### src/shared/acp_defs.svh
// Constants for the axis coupling supervisor: codes, configuration values, offsets.
// Included by the design and by the bench; definitions only.
`ifndef ACP_DEFS_SVH
`define ACP_DEFS_SVH
`define ACP_F_FIXED_STOP 10'h0ad
`define ACP_F_SWL_MINUS 10'h084
`define ACP_F_SWL_PLUS 10'h085
`define ACP_W_SWL_PLUS 10'h37b
`define ACP_W_SWL_MINUS 10'h37c
`define ACP_F_ABS_TARGET 10'h0a5
`define ACP_F_CONT_EXT 10'h0ac
`define ACP_F_PROG_CMD 10'h0a6
`define ACP_F_SRC_MISSING 10'h314
`define ACP_F_ABS_UNADJ 10'h0b0
`define ACP_F_NO_ZERO 10'h0af
`define ACP_CONT_EXT_OK 2'h2
`define ACP_CFG_IN_A 4'h1
`define ACP_CFG_IN_B 4'h2
`define ACP_CFG_IN_C 4'h7
`define ACP_CFG_BLK_A 4'h3
`define ACP_CFG_BLK_B 4'h4
`define ACP_CFG_BLK_C 4'h8
`define ACP_MODE_LOAD 2'h0
`define ACP_MODE_LEARN 2'h1
`define ACP_MODE_TRAVEL 2'h2
`define ACP_SRC_NONE 3'h0
`define ACP_SRC_INTERNAL 3'h1
`define ACP_SRC_EXT_A 3'h2
`define ACP_SRC_EXT_B 3'h3
`define ACP_REG_CTRL 4'h0
`define ACP_REG_CFG 4'h1
`define ACP_REG_STATUS 4'h2
`define ACP_REG_FAULT 4'h3
`define ACP_REG_WARN 4'h4
`define ACP_REG_REFCOORD 4'h5
`define ACP_REG_REFOFS 4'h6
`define ACP_REG_SYNCVEL 4'h7
`define ACP_REG_TABLE0 4'h8
`define ACP_REG_ACTPOS 4'h9
`endif

### src/shared/acp_pkg.sv
// Types shared by the axis coupling supervisor and its bench.
// Numbers live in acp_defs.svh.
package acp_pkg;
	typedef struct packed {
		logic [3:0] address;
		logic read;
		logic write;
		logic [31:0] writedata;
	} acp_bus_req_s;
	typedef struct packed {
		logic [31:0] readdata;
		logic waitrequest;
		logic readdatavalid;
	} acp_bus_rsp_s;
	// Requests and events from the drive's own motion logic; ref_cam, standstill and couple_input are levels, the rest one-cycle pulses
	typedef struct packed {
		logic fixed_stop_req;
		logic couple_in_req;
		logic swl_minus_passed;
		logic swl_plus_passed;
		logic swl_plus_predicted;
		logic swl_minus_predicted;
		logic block_abs_target;
		logic block_cont_ext;
		logic prog_has_couple_cmd;
		logic ref_cam;
		logic zero_mark;
		logic standstill;
		logic couple_input;
		logic couple_fast_input;
	} acp_drv_in_s;
	typedef struct packed {
		logic coupled;
		logic fixed_stop_active;
		logic fault_present;
		logic warning_present;
		logic move_req;
		logic [31:0] move_dist;
		logic [31:0] move_vel;
		logic set_actual;
		logic referenced;
		logic encoder_uses_motor;
	} acp_drv_out_s;
	typedef enum logic [2:0] {
		ACP_IDLE,
		ACP_CAM_SEARCH,
		ACP_ZERO_SEARCH,
		ACP_WAIT_MASTER,
		ACP_WAIT_STILL,
		ACP_TRAVEL
	} acp_ref_e;
	typedef struct packed {
		logic [1:0] rst_sync;
		logic coupled;
		logic fixed_stop_active;
		logic [9:0] fault_code;
		logic [9:0] warn_code;
		logic fault_present;
		logic warning_present;
		logic [3:0] coupling_config;
		logic [1:0] continue_external_mode;
		logic [2:0] position_ref_source;
		logic [1:0] passive_ref_mode;
		logic [31:0] reference_coordinate;
		logic [31:0] reference_offset;
		logic [31:0] sync_velocity_offset;
		logic [31:0] coupling_position_table0;
		logic [31:0] actual_pos;
		logic [31:0] zero_pos;
		acp_ref_e ref_state;
		logic cam_prev;
		logic preq_prev;
		logic couple_in_prev;
		logic referenced;
		logic busy;
		logic [31:0] readdata;
		logic waitrequest;
		logic readdatavalid;
		logic move_req;
		logic set_actual;
	} acp_state_s;
endpackage

### src/rtl/acp_axis_coupling.sv
// Axis coupling supervisor with passive referencing for a slave drive.
// Assumes one 20 MHz interpolation clock, Avalon-MM register access and
// single-cycle event pulses from the drive's own motion logic.
//
// The Avalon-MM interface to the registers and the register offsets are this design's own decisions.
`timescale 1ns/100ps
`include "acp_defs.svh"
module acp_axis_coupling
#(
	parameter bit IS_DRIVE_B = 1'b1
)
(
	input wire logic clock,
	input wire logic arst_n,
	input acp_pkg::acp_bus_req_s bus_req,
	output acp_pkg::acp_bus_rsp_s bus_rsp,
	input acp_pkg::acp_drv_in_s drv_in,
	input wire logic [31:0] master_pos,
	input wire logic [31:0] motor_pos_delta,
	input wire logic [3:0] sources_fitted,
	input wire logic abs_encoder,
	input wire logic abs_adjusted,
	input wire logic passive_ref_request,
	output acp_pkg::acp_drv_out_s drv_out
);
	import acp_pkg::*;

	acp_state_s s;
	acp_state_s n;
	logic cfg_input;
	logic cfg_block;
	logic want_toggle;
	logic ack;

	always_comb
	begin
		n = s;
		n.rst_sync = {s.rst_sync[0], 1'b1};
		n.move_req = 1'b0;
		n.set_actual = 1'b0;
		n.readdatavalid = 1'b0;
		n.waitrequest = 1'b1;
		ack = 1'b0;
		cfg_input = (s.coupling_config == `ACP_CFG_IN_A)
			|| (s.coupling_config == `ACP_CFG_IN_B)
			|| (s.coupling_config == `ACP_CFG_IN_C);
		// Traversing-block configurations; their input terminals are ignored
		cfg_block = (s.coupling_config == `ACP_CFG_BLK_A)
			|| (s.coupling_config == `ACP_CFG_BLK_B)
			|| (s.coupling_config == `ACP_CFG_BLK_C);
		// Motor position always tracked; encoder_uses_motor stays low until the reset synchroniser has settled
		n.actual_pos = s.actual_pos + motor_pos_delta;

		// Fixed-stop and coupling interlock
		if (drv_in.fixed_stop_req)
		begin
			if (s.coupled)
			begin
				n.fault_code = `ACP_F_FIXED_STOP;
			end
			else
			begin
				n.fixed_stop_active = 1'b1;
			end
		end
		// Input 72 toggles on each rising level; fast input 73 only without ext source
		want_toggle = 1'b0;
		if (cfg_input)
		begin
			want_toggle = drv_in.couple_input && !s.couple_in_prev;
			if (drv_in.couple_fast_input && (s.position_ref_source != `ACP_SRC_EXT_A)
				&& (s.position_ref_source != `ACP_SRC_EXT_B))
			begin
				want_toggle = 1'b1;
			end
		end
		n.couple_in_prev = drv_in.couple_input;
		if (drv_in.couple_in_req && cfg_block && !s.coupled)
		begin
			want_toggle = 1'b1;
		end
		if (want_toggle)
		begin
			if (!s.coupled && s.fixed_stop_active)
			begin
				n.fault_code = `ACP_F_FIXED_STOP;
			end
			else if (!s.coupled && !sources_fitted[s.position_ref_source[1:0]]
				&& s.position_ref_source != `ACP_SRC_NONE)
			begin
				n.fault_code = `ACP_F_SRC_MISSING;
			end
			else
			begin
				if (!s.coupled)
				begin
					n.coupling_position_table0 = master_pos;
				end
				n.coupled = !s.coupled;
			end
		end
		if (s.coupled)
		begin
			if (drv_in.swl_minus_passed)
			begin
				n.fault_code = `ACP_F_SWL_MINUS;
			end
			else if (drv_in.swl_plus_passed)
			begin
				n.fault_code = `ACP_F_SWL_PLUS;
			end
			// Warnings only flag; no stop is issued so the master can react
			if (drv_in.swl_plus_predicted)
			begin
				n.warn_code = `ACP_W_SWL_PLUS;
			end
			else if (drv_in.swl_minus_predicted)
			begin
				n.warn_code = `ACP_W_SWL_MINUS;
			end
			if (drv_in.block_abs_target)
			begin
				n.fault_code = `ACP_F_ABS_TARGET;
			end
			if (drv_in.block_cont_ext && s.continue_external_mode != `ACP_CONT_EXT_OK)
			begin
				n.fault_code = `ACP_F_CONT_EXT;
			end
		end
		if (drv_in.prog_has_couple_cmd && cfg_input)
		begin
			n.fault_code = `ACP_F_PROG_CMD;
		end

		// Passive referencing sequence
		n.preq_prev = passive_ref_request;
		n.cam_prev = drv_in.ref_cam;
		case (s.ref_state)
			ACP_IDLE:
			begin
				if (passive_ref_request && !s.preq_prev)
				begin
					if (abs_encoder && !abs_adjusted)
					begin
						n.fault_code = `ACP_F_ABS_UNADJ;
					end
					else
					begin
						n.referenced = 1'b0;
						n.ref_state = ACP_CAM_SEARCH;
					end
				end
			end
			ACP_CAM_SEARCH:
			begin
				// Only a falling cam edge counts; a cam already left is not seen
				if (s.cam_prev && !drv_in.ref_cam)
				begin
					n.ref_state = ACP_ZERO_SEARCH;
				end
				else if (!passive_ref_request)
				begin
					n.fault_code = `ACP_F_NO_ZERO;
					n.ref_state = ACP_IDLE;
				end
			end
			ACP_ZERO_SEARCH:
			begin
				if (drv_in.zero_mark)
				begin
					n.zero_pos = s.actual_pos;
					n.ref_state = ACP_WAIT_MASTER;
				end
				else if (!passive_ref_request)
				begin
					n.fault_code = `ACP_F_NO_ZERO;
					n.ref_state = ACP_IDLE;
				end
			end
			ACP_WAIT_MASTER:
			begin
				if (!passive_ref_request)
				begin
					if (s.passive_ref_mode == `ACP_MODE_LEARN)
					begin
						n.reference_offset = s.actual_pos - s.zero_pos;
						n.passive_ref_mode = `ACP_MODE_TRAVEL;
						n.ref_state = ACP_IDLE;
					end
					else if (s.passive_ref_mode == `ACP_MODE_TRAVEL)
					begin
						n.ref_state = ACP_WAIT_STILL;
					end
					else
					begin
						n.set_actual = 1'b1;
						n.actual_pos = s.reference_coordinate;
						n.referenced = 1'b1;
						n.ref_state = ACP_IDLE;
					end
				end
			end
			ACP_WAIT_STILL:
			begin
				if (drv_in.standstill)
				begin
					n.move_req = 1'b1;
					n.ref_state = ACP_TRAVEL;
				end
			end
			ACP_TRAVEL:
			begin
				// Standstill after the move pulse means the own reference point is reached
				if (drv_in.standstill && !s.move_req)
				begin
					n.set_actual = 1'b1;
					n.actual_pos = s.reference_coordinate;
					n.referenced = 1'b1;
					n.ref_state = ACP_IDLE;
				end
			end
			default:
			begin
				n.ref_state = ACP_IDLE;
			end
		endcase

		// Register slave: two wait cycles, then waitrequest low for one cycle
		if ((bus_req.read || bus_req.write) && s.waitrequest && !s.busy)
		begin
			n.busy = 1'b1;
		end
		else if (s.busy)
		begin
			n.busy = 1'b0;
			n.waitrequest = 1'b0;
			n.readdatavalid = bus_req.read;
			n.readdata = 32'h0000_0000;
			if (bus_req.read)
			begin
				case (bus_req.address)
					`ACP_REG_CFG: n.readdata = {17'h0, s.position_ref_source, 2'h0,
						s.passive_ref_mode, 2'h0, s.continue_external_mode,
						s.coupling_config};
					`ACP_REG_STATUS: n.readdata = {25'h0, s.ref_state, s.referenced,
						1'b0, s.fixed_stop_active, s.coupled};
					`ACP_REG_FAULT: n.readdata = {22'h0, s.fault_code};
					`ACP_REG_WARN: n.readdata = {22'h0, s.warn_code};
					`ACP_REG_REFCOORD: n.readdata = s.reference_coordinate;
					`ACP_REG_REFOFS: n.readdata = s.reference_offset;
					`ACP_REG_SYNCVEL: n.readdata = s.sync_velocity_offset;
					`ACP_REG_TABLE0: n.readdata = s.coupling_position_table0;
					`ACP_REG_ACTPOS: n.readdata = s.actual_pos;
					default: n.readdata = 32'h0000_0000;
				endcase
			end
		end
		// Writes land only on the edge at which the master sees waitrequest low
		if (!s.waitrequest && bus_req.write)
		begin
			case (bus_req.address)
				`ACP_REG_CTRL:
				begin
					ack = bus_req.writedata[0];
					// A fixed-stop start in the same cycle wins over the clear
					if (bus_req.writedata[1] && !(drv_in.fixed_stop_req && !s.coupled))
					begin
						n.fixed_stop_active = 1'b0;
					end
				end
				`ACP_REG_CFG:
				begin
					n.coupling_config = bus_req.writedata[3:0];
					n.continue_external_mode = bus_req.writedata[5:4];
					n.passive_ref_mode = bus_req.writedata[9:8];
					if (bus_req.writedata[14:12] == `ACP_SRC_INTERNAL && !IS_DRIVE_B)
					begin
						n.position_ref_source = `ACP_SRC_NONE;
					end
					else
					begin
						n.position_ref_source = bus_req.writedata[14:12];
					end
					// A missing source is flagged when selected, not only at coupling
					if (n.position_ref_source != `ACP_SRC_NONE
						&& !sources_fitted[n.position_ref_source[1:0]])
					begin
						n.fault_code = `ACP_F_SRC_MISSING;
					end
				end
				`ACP_REG_REFCOORD: n.reference_coordinate = bus_req.writedata;
				`ACP_REG_REFOFS: n.reference_offset = bus_req.writedata;
				`ACP_REG_SYNCVEL: n.sync_velocity_offset = bus_req.writedata;
				default: ;
			endcase
		end
		// Acknowledge clears codes, but a code raised this cycle survives unless it equals the code already held
		if (ack)
		begin
			if (n.fault_code == s.fault_code)
			begin
				n.fault_code = 10'h000;
			end
			if (n.warn_code == s.warn_code)
			begin
				n.warn_code = 10'h000;
			end
		end
		// Registered so that both present outputs come straight from flip-flops
		n.fault_present = (n.fault_code != 10'h000);
		n.warning_present = (n.warn_code != 10'h000);
		// Hold all but the synchroniser until the released reset has settled
		if (!s.rst_sync[1])
		begin
			n = '0;
			n.rst_sync = {s.rst_sync[0], 1'b1};
		end
	end

	always_ff @(posedge clock or negedge arst_n)
	begin
		if (!arst_n)
		begin
			s <= '0;
		end
		else
		begin
			s <= n;
		end
	end

	always_comb
	begin
		bus_rsp.readdata = s.readdata;
		bus_rsp.waitrequest = s.waitrequest;
		bus_rsp.readdatavalid = s.readdatavalid;
		drv_out.coupled = s.coupled;
		drv_out.fixed_stop_active = s.fixed_stop_active;
		// Plain copies of state bits; no logic between flip-flop and pin
		drv_out.fault_present = s.fault_present;
		drv_out.warning_present = s.warning_present;
		drv_out.move_req = s.move_req;
		drv_out.move_dist = s.reference_offset;
		drv_out.move_vel = s.sync_velocity_offset;
		drv_out.set_actual = s.set_actual;
		drv_out.referenced = s.referenced;
		drv_out.encoder_uses_motor = s.rst_sync[1];
	end
endmodule

### config.mk
export PLATFORM = sky130hd
export DESIGN_NAME = acp_axis_coupling
export DESIGN_NICKNAME = d
export VERILOG_FILES = /design/src/shared/acp_pkg.sv /design/src/rtl/acp_axis_coupling.sv
export VERILOG_INCLUDE_DIRS = /design/src /design/src/shared
export SDC_FILE = /design/constraint.sdc
export NUM_CORES = 1
export LEC_CHECK = 0
export BUFFER_PORTS_ARGS = -buffer_cell sky130_fd_sc_hd__buf_2
export CORE_MARGIN = 2
export CORE_UTILIZATION = 40
export DETAILED_ROUTE_END_ITERATION = 10
export SETUP_SLACK_MARGIN = 0.05
export SLEW_MARGIN = 20
export SYNTH_ARGS = -nofsm -noshare
export SYNTH_HDL_FRONTEND = slang
export SYNTH_SLANG_ARGS = --single-unit
### constraint.sdc
create_clock -name clock -period 3.67 [get_ports clock]
set_input_delay 0.367 -clock clock [delete_from_list [all_inputs] [get_ports clock]]
set_output_delay 0.367 -clock clock [all_outputs]
set_load 0.05 [all_outputs]
==> impl_metrics.env, run 1 <==
export IMPL_cts_max_level=2
export IMPL_yosysTopAreaCell="dfrtp_1"
export IMPL_criticalPathCategory="flip-flop to flip-flop"
export IMPL_synth_top_area_share_pct=39.25
export IMPL_startpoint_type="flip-flop"
export IMPL_ant_nets=0
export IMPL_ys_seq_area_share_pct=39.25
export IMPL_netlist_top_cells_area="dfrtp_1 39%, nand2_1 8.5%, a21boi_0 6.9%, ha_1 4.7%, buf_4 4.7%"
export IMPL_rsz0062_at_grt="no"
export IMPL_fin_crit_ps=3311
export IMPL_first_global_vias=15138
export IMPL_pwr_share_clk_pct=32.3
export IMPL_syn_area_per_cell_um2=8.638
export IMPL_reg2reg_to="drv_out[63]"
export IMPL_fillers=4285
export IMPL_pwr_share_comb_pct=36.0
export IMPL_status="finished clean"
export IMPL_power_density_mw_per_mm2=566.1
export IMPL_hold_violations=0
export IMPL_core_area_mm2=0.04298
export IMPL_maxSlewHeadroom_pct=47.26
export IMPL_r2r_start="s[76]"
export IMPL_antenna_found_initial=0
export IMPL_cts_tree="built"
export IMPL_ys_flop_type="dfrtp_1"
export IMPL_period_share_pct=90.21
export IMPL_synthToLayoutAreaGrowth_pct=13.48
export IMPL_synth_area_mm2=0.01741
export IMPL_crit_family="compound AO/OA/AOI/OAI gates"
export IMPL_p_leak_nw=9.067
export IMPL_crit_path_start="s[76]"
export IMPL_wl_um=63370
export IMPL_p_int_w=0.007117
export IMPL_numPlacedInstances=2659
export IMPL_synth_most_common_cell="nand2_1"
export IMPL_r2r_cells=13
export IMPL_die_w_um=212.6
export IMPL_clk_pin_slew_ps=60
export IMPL_tightest_slew_ps=791.1
export IMPL_nNetsFinal=2306
export IMPL_crit_cells=13
export IMPL_grt_usage_pct=28.06
export IMPL_arrival_ps=3770
export IMPL_maxCapViolCount=0
export IMPL_worstPathRequired_ps=4130
export IMPL_routedWlPerCell_um=23.28
export IMPL_synth_seq_cells=273
export IMPL_syn_instance_count=2015
export IMPL_route_detailed_vias_per_inst=5.759
export IMPL_cp_slowest_stage_delay_ps=410
export IMPL_critPathMaxFanout=4
export IMPL_crit_end="drv_out[63]"
export IMPL_final_core_utilization_pct=45.95
export IMPL_cp_slowest_cell="dfrtp_1"
export IMPL_p_seq_share_pct=31.7
export IMPL_grt_ovfl_total=0
export IMPL_grt_pass1_wl_um=94780
export IMPL_root_buffer="clkbuf_16"
export IMPL_drive_above_1_share_pct=17.74
export IMPL_wl_met2_um=30740
export IMPL_path_cells="inv_1 -> ha_1 -> inv_1 -> fa_1 -> a21o_1 -> a21o_1 -> a211oi_1 -> o21ai_0 -> nand4_1 -> nand4b_1 -> o311a_1 -> o31a_1 -> a31oi_1"
export IMPL_synth_nets=2208
export IMPL_drc=0
export IMPL_finalSetupTns_ps=0
export IMPL_port_buffers=230
export IMPL_gp_congestion=0.9529
export IMPL_dp_hpwl_um=46690
export IMPL_drv_slew=0
export IMPL_cp_end_kind="flip-flop"
export IMPL_clk_latency_ps=560
export IMPL_grt_start_max_net_pins=173
export IMPL_num_vias=15675
export IMPL_setup_viol=0
export IMPL_dr_wl_met3_um=3517
export IMPL_switching_share_pct=36.35
export IMPL_cts_buffer_depth=3
export IMPL_max_freq_mhz=302.0
export IMPL_wl_met1_um=25800
export IMPL_rrSetupSlack_ps=360
export IMPL_synth_edf_count=0
export IMPL_synthDistinctLibCells=84
export IMPL_first_pass_iters=8
export IMPL_ys_warn_count=0
export IMPL_die_h_um=212.6
export IMPL_highest_layer="met4"
export IMPL_cp_num_buf_inv=2
export IMPL_irDropWorstVdd_v=0.0003374
export IMPL_dr_first_iter_drc_count=1542
export IMPL_finalPower_w=0.01118
export IMPL_p_sw_w=0.004065
export IMPL_start_util_pct=40.50
export IMPL_synthArstFlopShare_pct=100.0
export IMPL_cts_sinks=273
export IMPL_ios=231
export IMPL_hold_class="input port to flip-flop"
export IMPL_synth_commonest_cells="393 x nand2_1, 273 x dfrtp_1, 159 x a21boi_0"
export IMPL_cts_setup_buffers=0
export IMPL_cts_made_buffers=36
export IMPL_dieArea_mm2=0.04520
export IMPL_num_rows=76
export IMPL_stdcell_count=2722
export IMPL_finClkSkew_ps=26.97
## kinds of logic after synthesis
group,count (synthesis),share of synthesized area (%)
xor+xnor,49,2.466
mux,14,1.021
buf+inv,288,8.562
fa+ha+maj,68,4.974
flops,273,39.25
other cells,1,0.02154
compound gates,628,25.51
simple gates,694,18.20
## registers in the layout (all words and copies together), names as in the netlist
signal   cells
drv_out     72
s          167
bus_rsp     34
## cell type report
cell class | instances | area, µm² | share of cell area (%)
antenna | 1 | 2.502 | 0.01267
clock buffer | 48 | 1047 | 5.302
clock inverter | 13 | 148.9 | 0.7538
inverter | 62 | 232.7 | 1.178
multi-input combinational | 1454 | 9106 | 46.10
sequential | 273 | 6835 | 34.61
tap | 585 | 732.0 | 3.706
timing repair buffer | 286 | 1647 | 8.337
## layer usage
layer  vias up  global-route usage, %
li1       7234                      -
met1      7719                  35.64
met2       590                  46.89
met3       132                  3.530
met4         0                  14.42
met5         -                      0
## power groups by stage
stage | logic (W) | clock network (W) | registers (W)
final | 0.00403 | 0.00361 | 0.00354
after floorplan | 0.00298 | 0 | 0.00340
after global placement | 0.00392 | 0 | 0.00359
after global routing | 0.00447 | 0.00380 | 0.00355
after detailed placement | 0.00395 | 0 | 0.00359
after CTS | 0.00398 | 0.00368 | 0.00354
## stage by stage
stage          instance area [µm²]  hold WS [ps]  setup slack, ps
2_1_floorplan                17410         71.41            771.8
3_3_place_gp                 18540         334.6            477.1
3_5_place_dp                 18540         337.0            364.4
4_1_cts                      19740         20.79            346.9
5_1_grt                      19750         51.95            150.4
6_report                     19750         45.26            359.3
## worst min path at each step
| stage | start | end | cells past startpoint |
|---|---|---|---|
| finish | drv_in[1] | s[38] | 2 |
| global route | drv_in[1] | s[38] | 2 |
| CTS | drv_in[1] | s[38] | 2 |
| detailed placement | s[271] | drv_out[0] | 0 |
| global placement | s[271] | drv_out[0] | 0 |
| floorplan | arst_n | bus_rsp[0] | 0 |
## cells in the final DEF, fill, tap and decap left out, types with 15 or more instances in the layout
| cell type | count |
|---|---|
| nor2_1 | 83 |
| a21boi_0 | 159 |
| nor2b_1 | 20 |
| ha_1 | 66 |
| xor2_1 | 20 |
| a222oi_1 | 22 |
| nor3_1 | 18 |
| dfrtp_1 | 272 |
| a22oi_1 | 45 |
| inv_1 | 62 |
| a31oi_1 | 29 |
| nand2_1 | 393 |
| a21o_1 | 54 |
| nand2b_1 | 17 |
| nand3_1 | 41 |
| a21oi_1 | 88 |
| buf_2 | 229 |
| clkbuf_16 | 37 |
| xnor2_1 | 29 |
| buf_4 | 50 |
| o21ai_0 | 97 |
| o211a_1 | 15 |
| and3_1 | 16 |
| o211ai_1 | 19 |
| and2_1 | 29 |
## repair_timing
item	CTS	global route
hold endpoints to repair	81	0
gates resized for setup	0	1
hold buffers	1	0
endpoints found under the setup margin	0	1
Note: power is estimated with default switching activity, not from simulation.
==> run 2, diff against run 1 <==
--- a/config.mk
+++ b/config.mk
@@ -10,6 +10,7 @@
 export CORE_MARGIN = 2
 export CORE_UTILIZATION = 40
 export DETAILED_ROUTE_END_ITERATION = 10
+export MAX_ROUTING_LAYER = met4
 export SETUP_SLACK_MARGIN = 0.05
 export SLEW_MARGIN = 20
 export SYNTH_ARGS = -nofsm -noshare
==> constraint.sdc (replaced) <==
create_clock -name clock -period 4.25 [get_ports clock]
set_input_delay 0.425 -clock clock [delete_from_list [all_inputs] [get_ports clock]]
set_output_delay 0.425 -clock clock [all_outputs]
set_load 0.05 [all_outputs]
==> run 2 against run 1 <==
Against the previous run:
- maximum frequency down 9.0%
- final area down 1.8%
- via count up 0.43%
- critical path depth down 2
- sequential share of layout area up 0.64 points
- clock skew down 7.9 ps
- setup slack better by 250 ps
- utilization down 0.84 points
- register-to-register slack better by 250 ps
- count of clock-buffer cells in the layout down 1
- non-clock buffer count down 13
- final cell count down 0.73%
- critical path type unchanged
- largest power group unchanged
==> impl_metrics.env, run 2 (synthesis gave the netlist of run 1 again) <==
export IMPL_maxCapViolCount=0
export IMPL_n_antenna_cell=0
export IMPL_finClkSkew_ps=19.10
export IMPL_route_detailed_vias_per_inst=5.826
export IMPL_drv_slew=0
export IMPL_dieArea_mm2=0.04520
export IMPL_rsz0062_at_grt="no"
export IMPL_wl_um=63200
export IMPL_root_buffer="clkbuf_16"
export IMPL_largest_register_ff_count=167
export IMPL_first_pass_iters=6
export IMPL_status="finished clean"
export IMPL_cts_buffer_depth=3
export IMPL_critPathMaxFanout=6
export IMPL_num_vias=15742
export IMPL_worstPathRequired_ps=4720
export IMPL_grt_start_max_net_pins=108
export IMPL_core_area_mm2=0.04298
export IMPL_nNetsFinal=2288
export IMPL_period_share_pct=85.59
export IMPL_max_freq_mhz=274.9
export IMPL_ios=231
export IMPL_cts_setup_buffers=0
export IMPL_port_buffers=230
export IMPL_ant_nets=0
export IMPL_largest_register="s"
export IMPL_power_density_mw_per_mm2=471.0
export IMPL_cp_end_kind="flip-flop"
export IMPL_dr_first_iter_drc_count=1716
export IMPL_dp_hpwl_um=47170
export IMPL_cts_max_level=1
export IMPL_grt_ovfl_total=0
export IMPL_antenna_found_initial=0
export IMPL_setup_viol=0
export IMPL_drc=0
export IMPL_cts_sinks=273
export IMPL_die_h_um=212.6
export IMPL_finalSetupTns_ps=0
export IMPL_die_w_um=212.6
export IMPL_criticalPathCategory="flip-flop to flip-flop"
export IMPL_arrival_ps=4110
export IMPL_clk_latency_ps=590
export IMPL_place_worst_setup_slack_ps=602.3
export IMPL_timing_final_ws_setup_ps=612.4
export IMPL_dr_wl_met3_um=3739
export IMPL_wl_met1_um=26040
export IMPL_hold_class="input port to flip-flop"
export IMPL_mostFrequentLayoutCells="393 x nand2_1, 272 x dfrtp_1, 229 x buf_2"
export IMPL_first_global_vias=15199
export IMPL_fin_crit_ps=3638
export IMPL_startpoint_type="flip-flop"
export IMPL_hold_violations=0
export IMPL_drive_above_1_share_pct=16.67
export IMPL_tightest_slew_ps=965.9
export IMPL_routedWlPerCell_um=23.39
export IMPL_r2r_start="s[77]"
export IMPL_layout_commonest_cell="nand2_1"
export IMPL_cts_tree="built"
export IMPL_grt_usage_pct=28.55
export IMPL_cts_made_buffers=31
export IMPL_start_util_pct=40.50
export IMPL_place_area_mm2=0.01840
export IMPL_wl_met2_um=30310
export IMPL_highest_layer="met4"
export IMPL_p_leak_nw=8.885
export IMPL_maxSlewHeadroom_pct=35.60
export IMPL_grt_pass1_wl_um=94360
export IMPL_synthToLayoutAreaGrowth_pct=11.41
export IMPL_hold_path_startpoint="drv_in[4]"
export IMPL_clk_pin_slew_ps=60
export IMPL_gp_congestion=0.9390
export IMPL_irDropWorstVdd_v=0.0002422
export IMPL_num_rows=76
export IMPL_final_cell_area_mm2=0.01939
export IMPL_crit_path_start="s[77]"
==> run 2: final timing paths <==
| path | to | cells after the start | slack, ps |
|---|---|---|---|
| max | drv_out[66] | 11 | 610 |
| min | s[40] | 2 | 80 |
| max reg2reg | drv_out[66] | 11 | 610 |
| min reg2reg | drv_out[0] | 0 | 350 |
| max in group asynchronous | s[107] | 3 | 2590 |
| min in group asynchronous | s[209] | 2 | 470 |
==> run 2: repair_timing <==
| action | in CTS | in global routing |
|---|---|---|
| hold buffers | 1 | 0 |
| endpoints found under the hold margin | 104 | 0 |
| gates resized for setup | 0 | 0 |
==> run 2: report_power, final <==
| part | internal [W] | total, W | switching (W) |
|---|---|---|---|
| Combinational | 0.00144 | 0.00338 | 0.00193 |
| Clock | 0.00152 | 0.00264 | 0.00112 |
| Sequential | 0.00276 | 0.00312 | 0.000357 |
| Total | 0.00572 | 0.00913 | 0.00342 |
==> run 2: worst max-delay path, cell delays in order, from the launching register on <==
cell and delay [ps]:
dfrtp_1 470, ha_1 300, nor2b_1 130, o21a_1 180, o21ai_0 350, a211oi_1 230
nor4_1 580, o311ai_1 220, a311oi_1 630, o21ai_0 200, mux2i_1 200, nor2_1 60
==> run 2: final cells by class <==
class,instances,area (µm²)
multi-input cells,1454,9101
inverters,62,232.7
fillers,4390,23590
repair buffers,273,1511
well taps,585,732.0
clock inverters,8,72.57
clock buffers,47,905.9
flip-flops and latches,273,6835
==> run 2: per-layer routing <==
layer | vias up | track usage (%)
met5 | - | -
met4 | 0 | 12.20
met3 | 137 | 2.910
met2 | 667 | 46.61
met1 | 7736 | 36.19
li1 | 7202 | -
==> run 2: metrics by stage <==
| step | cells | power, W | hold WS [ps] | util (%) |
|---|---|---|---|---|
| global placement | 2646 | 0.006447 | 334.7 | 42.82 |
| detailed placement | 2646 | 0.006474 | 340.5 | 42.82 |
| finish | 2702 | 0.009133 | 84.78 | 45.12 |
| global route | 2702 | 0.009634 | 86.52 | 45.12 |
| floorplan | 2015 | 0.005511 | 129.4 | - |
| CTS | 2702 | 0.009128 | 66.21 | 45.12 |
==> run 3, diff against run 2 <==
--- a/config.mk
+++ b/config.mk
@@ -6,10 +6,9 @@
 export SDC_FILE = /design/constraint.sdc
 export NUM_CORES = 1
 export LEC_CHECK = 0
-export BUFFER_PORTS_ARGS = -buffer_cell sky130_fd_sc_hd__buf_2
-export CORE_MARGIN = 2
-export CORE_UTILIZATION = 40
+export CORE_UTILIZATION = 50
 export DETAILED_ROUTE_END_ITERATION = 10
+export DONT_BUFFER_PORTS = 1
 export MAX_ROUTING_LAYER = met4
 export SETUP_SLACK_MARGIN = 0.05
 export SLEW_MARGIN = 20
==> run 3 against run 2 <==
Against the previous run:
- the flow now finishes with violations (negative hold slack)
- sequential power barely moved
- setup slack better by 43 ps
- combinational power down 3%
- global-route usage increased by 6.6 points
- first-iteration DRC count is 8.1% lower
- largest cell class unchanged
- largest power group unchanged
- highest routed layer unchanged
==> impl_metrics.env, run 3 (synthesis gave the netlist of run 1 again) <==
export IMPL_status="complete, but fails checks"
export IMPL_failed_checks="negative hold slack"
export IMPL_arrival_ps=4100
export IMPL_synthToLayoutAreaGrowth_pct=7.333
export IMPL_cts_made_buffers=31
export IMPL_criticalPathCategory="flip-flop to flip-flop"
export IMPL_grt_ovfl_total=0
export IMPL_drc=0
export IMPL_finClkSkew_ps=13.95
export IMPL_start_util_pct=51.39
export IMPL_cts_max_level=1
export IMPL_stdcell_count=2390
export IMPL_worstPathRequired_ps=4760
export IMPL_dr_first_iter_drc_count=1577
export IMPL_num_rows=67
export IMPL_numPlacedInstances=2269
export IMPL_die_h_um=188.6
export IMPL_route_detailed_vias_per_inst=6.294
export IMPL_cts_tree="built"
export IMPL_first_global_vias=14610
export IMPL_num_vias=15043
export IMPL_gp_congestion=0.9630
export IMPL_cts_sinks=273
export IMPL_finalPower_w=0.009187
export IMPL_layout_commonest_cell="nand2_1"
export IMPL_cp_slowest_cell="o211ai_1"
export IMPL_cts_setup_buffers=0
export IMPL_routedWlPerCell_um=25.54
export IMPL_ant_nets=0
export IMPL_dieArea_mm2=0.03556
export IMPL_drv_slew=0
export IMPL_drive_above_1_share_pct=6.285
export IMPL_ios=231
export IMPL_port_buffers=0
export IMPL_seq_area_mm2=0.006835
export IMPL_p_leak_nw=8.057
export IMPL_finalSetupTns_ps=0
export IMPL_critPathMaxFanout=4
export IMPL_timing_final_ws_setup_ps=655.0
export IMPL_tightest_slew_ps=1042
export IMPL_hold_class="input port to async pin"
export IMPL_irDropWorstVdd_v=0.0003810
export IMPL_grt_usage_pct=35.15
export IMPL_die_w_um=188.6
export IMPL_clk_pin_slew_ps=60
export IMPL_path_cells="ha_1 -> fa_1 -> a21oi_1 -> nand4b_1 -> nand4_1 -> a21oi_1 -> nor4b_1 -> nor2_1 -> o211ai_1 -> a41oi_1 -> xor2_1 -> o21ai_0"
export IMPL_grt_start_max_net_pins=274
export IMPL_crit_path_frequent_cell="a21oi_1"
export IMPL_fillers=3211
export IMPL_cts_resized=0
export IMPL_startpoint_type="flip-flop"
export IMPL_largest_register="s"
export IMPL_cp_slowest_stage_delay_ps=620
export IMPL_max_freq_mhz=278.2
export IMPL_fin_crit_ps=3595
export IMPL_cp_end_kind="flip-flop"
export IMPL_maxCapViolCount=0
export IMPL_rsz0062_at_grt="no"
export IMPL_setup_viol=0
export IMPL_mostFrequentLayoutCells="391 x nand2_1, 272 x dfrtp_1, 159 x a21boi_0"
export IMPL_grt_pass1_wl_um=92040
export IMPL_clk_latency_ps=600
export IMPL_largest_register_ff_count=167
export IMPL_first_pass_iters=6
export IMPL_place_worst_setup_slack_ps=661.3
export IMPL_core_area_mm2=0.03387
export IMPL_maxSlewHeadroom_pct=30.54
export IMPL_cts_buffer_depth=3
export IMPL_root_buffer="clkbuf_16"
export IMPL_period_share_pct=84.59
export IMPL_antenna_found_initial=1
export IMPL_hold_violations=274
export IMPL_nNetsFinal=2111
export IMPL_dp_hpwl_um=43240
export IMPL_power_density_mw_per_mm2=491.7
export IMPL_multi_input_area_mm2=0.009107
export IMPL_holdWs_ps=-472.7
export IMPL_wl_um=61030
export IMPL_ctsHoldBuffers=64
==> run 3: changes by cell type in the layout (fill, tap and decap cells not counted), sizes merged <==
cell         before  now
buf             272   32
dlygate4sd3       1   64
clkbuf           47   43
bufinv            1    3
clkinvlp          0    2
clkinv            6    7
diode             0    1
==> run 3: worst max-delay path, delay by kind of cell (launching register included) <==
kind            cells  cell delay (ps)
compound gates      5             1270
xor+xnor            1              190
fa+ha+maj           2              430
flops               1              400
simple gates        4             1230
==> run 3: routing by layer <==
metal | vias up | track usage [%] | routed length [µm]
li1 | 6848 | - | -
met1 | 7418 | 43.04 | 24600
met2 | 620 | 56.12 | 28560
met3 | 157 | 5.755 | 4250
met4 | 0 | 17.77 | 3618
met5 | - | - | 0
==> run 3: report_power, final <==
part / total, W / switching, W / internal, W
clock: 0.00281 / 0.00116 / 0.00165
combinational: 0.00327 / 0.00184 / 0.00143
sequential: 0.00310 / 0.000346 / 0.00276
==> run 3: final cells by class <==
class / instances / area share (%)
repair buffers: 96 / 4.782
well taps: 448 / 3.000
inverters: 62 / 1.246
multi-input cells: 1454 / 48.75
clock buffers: 43 / 4.822
diodes: 1 / 0.01339
clock inverters: 13 / 0.7970
flip-flops and latches: 273 / 36.59
==> run 3: final timing paths <==
check                                     from    endpoint  slack [ps]  depth (start not counted)
worst max-delay path                     s[76]      s[104]         660                         12
worst min-delay path                    arst_n  drv_out[8]        -470                          0
worst max register to register           s[76]      s[104]         660                         12
worst min register to register          s[271]  drv_out[0]         350                          0
max in group asynchronous               arst_n  drv_out[0]        3910                          0
min in group clock              master_pos[16]      s[124]           0                          2
==> run 3: per-stage QoR <==
| stage | util [%] | area (µm²) |
|---|---|---|
| final | 55.16 | 18680 |
| after detailed placement | 50.16 | 16990 |
| after global placement | 50.16 | 16990 |
| after CTS | 55.15 | 18680 |
| after floorplan | - | 17410 |
| after global routing | 55.16 | 18680 |
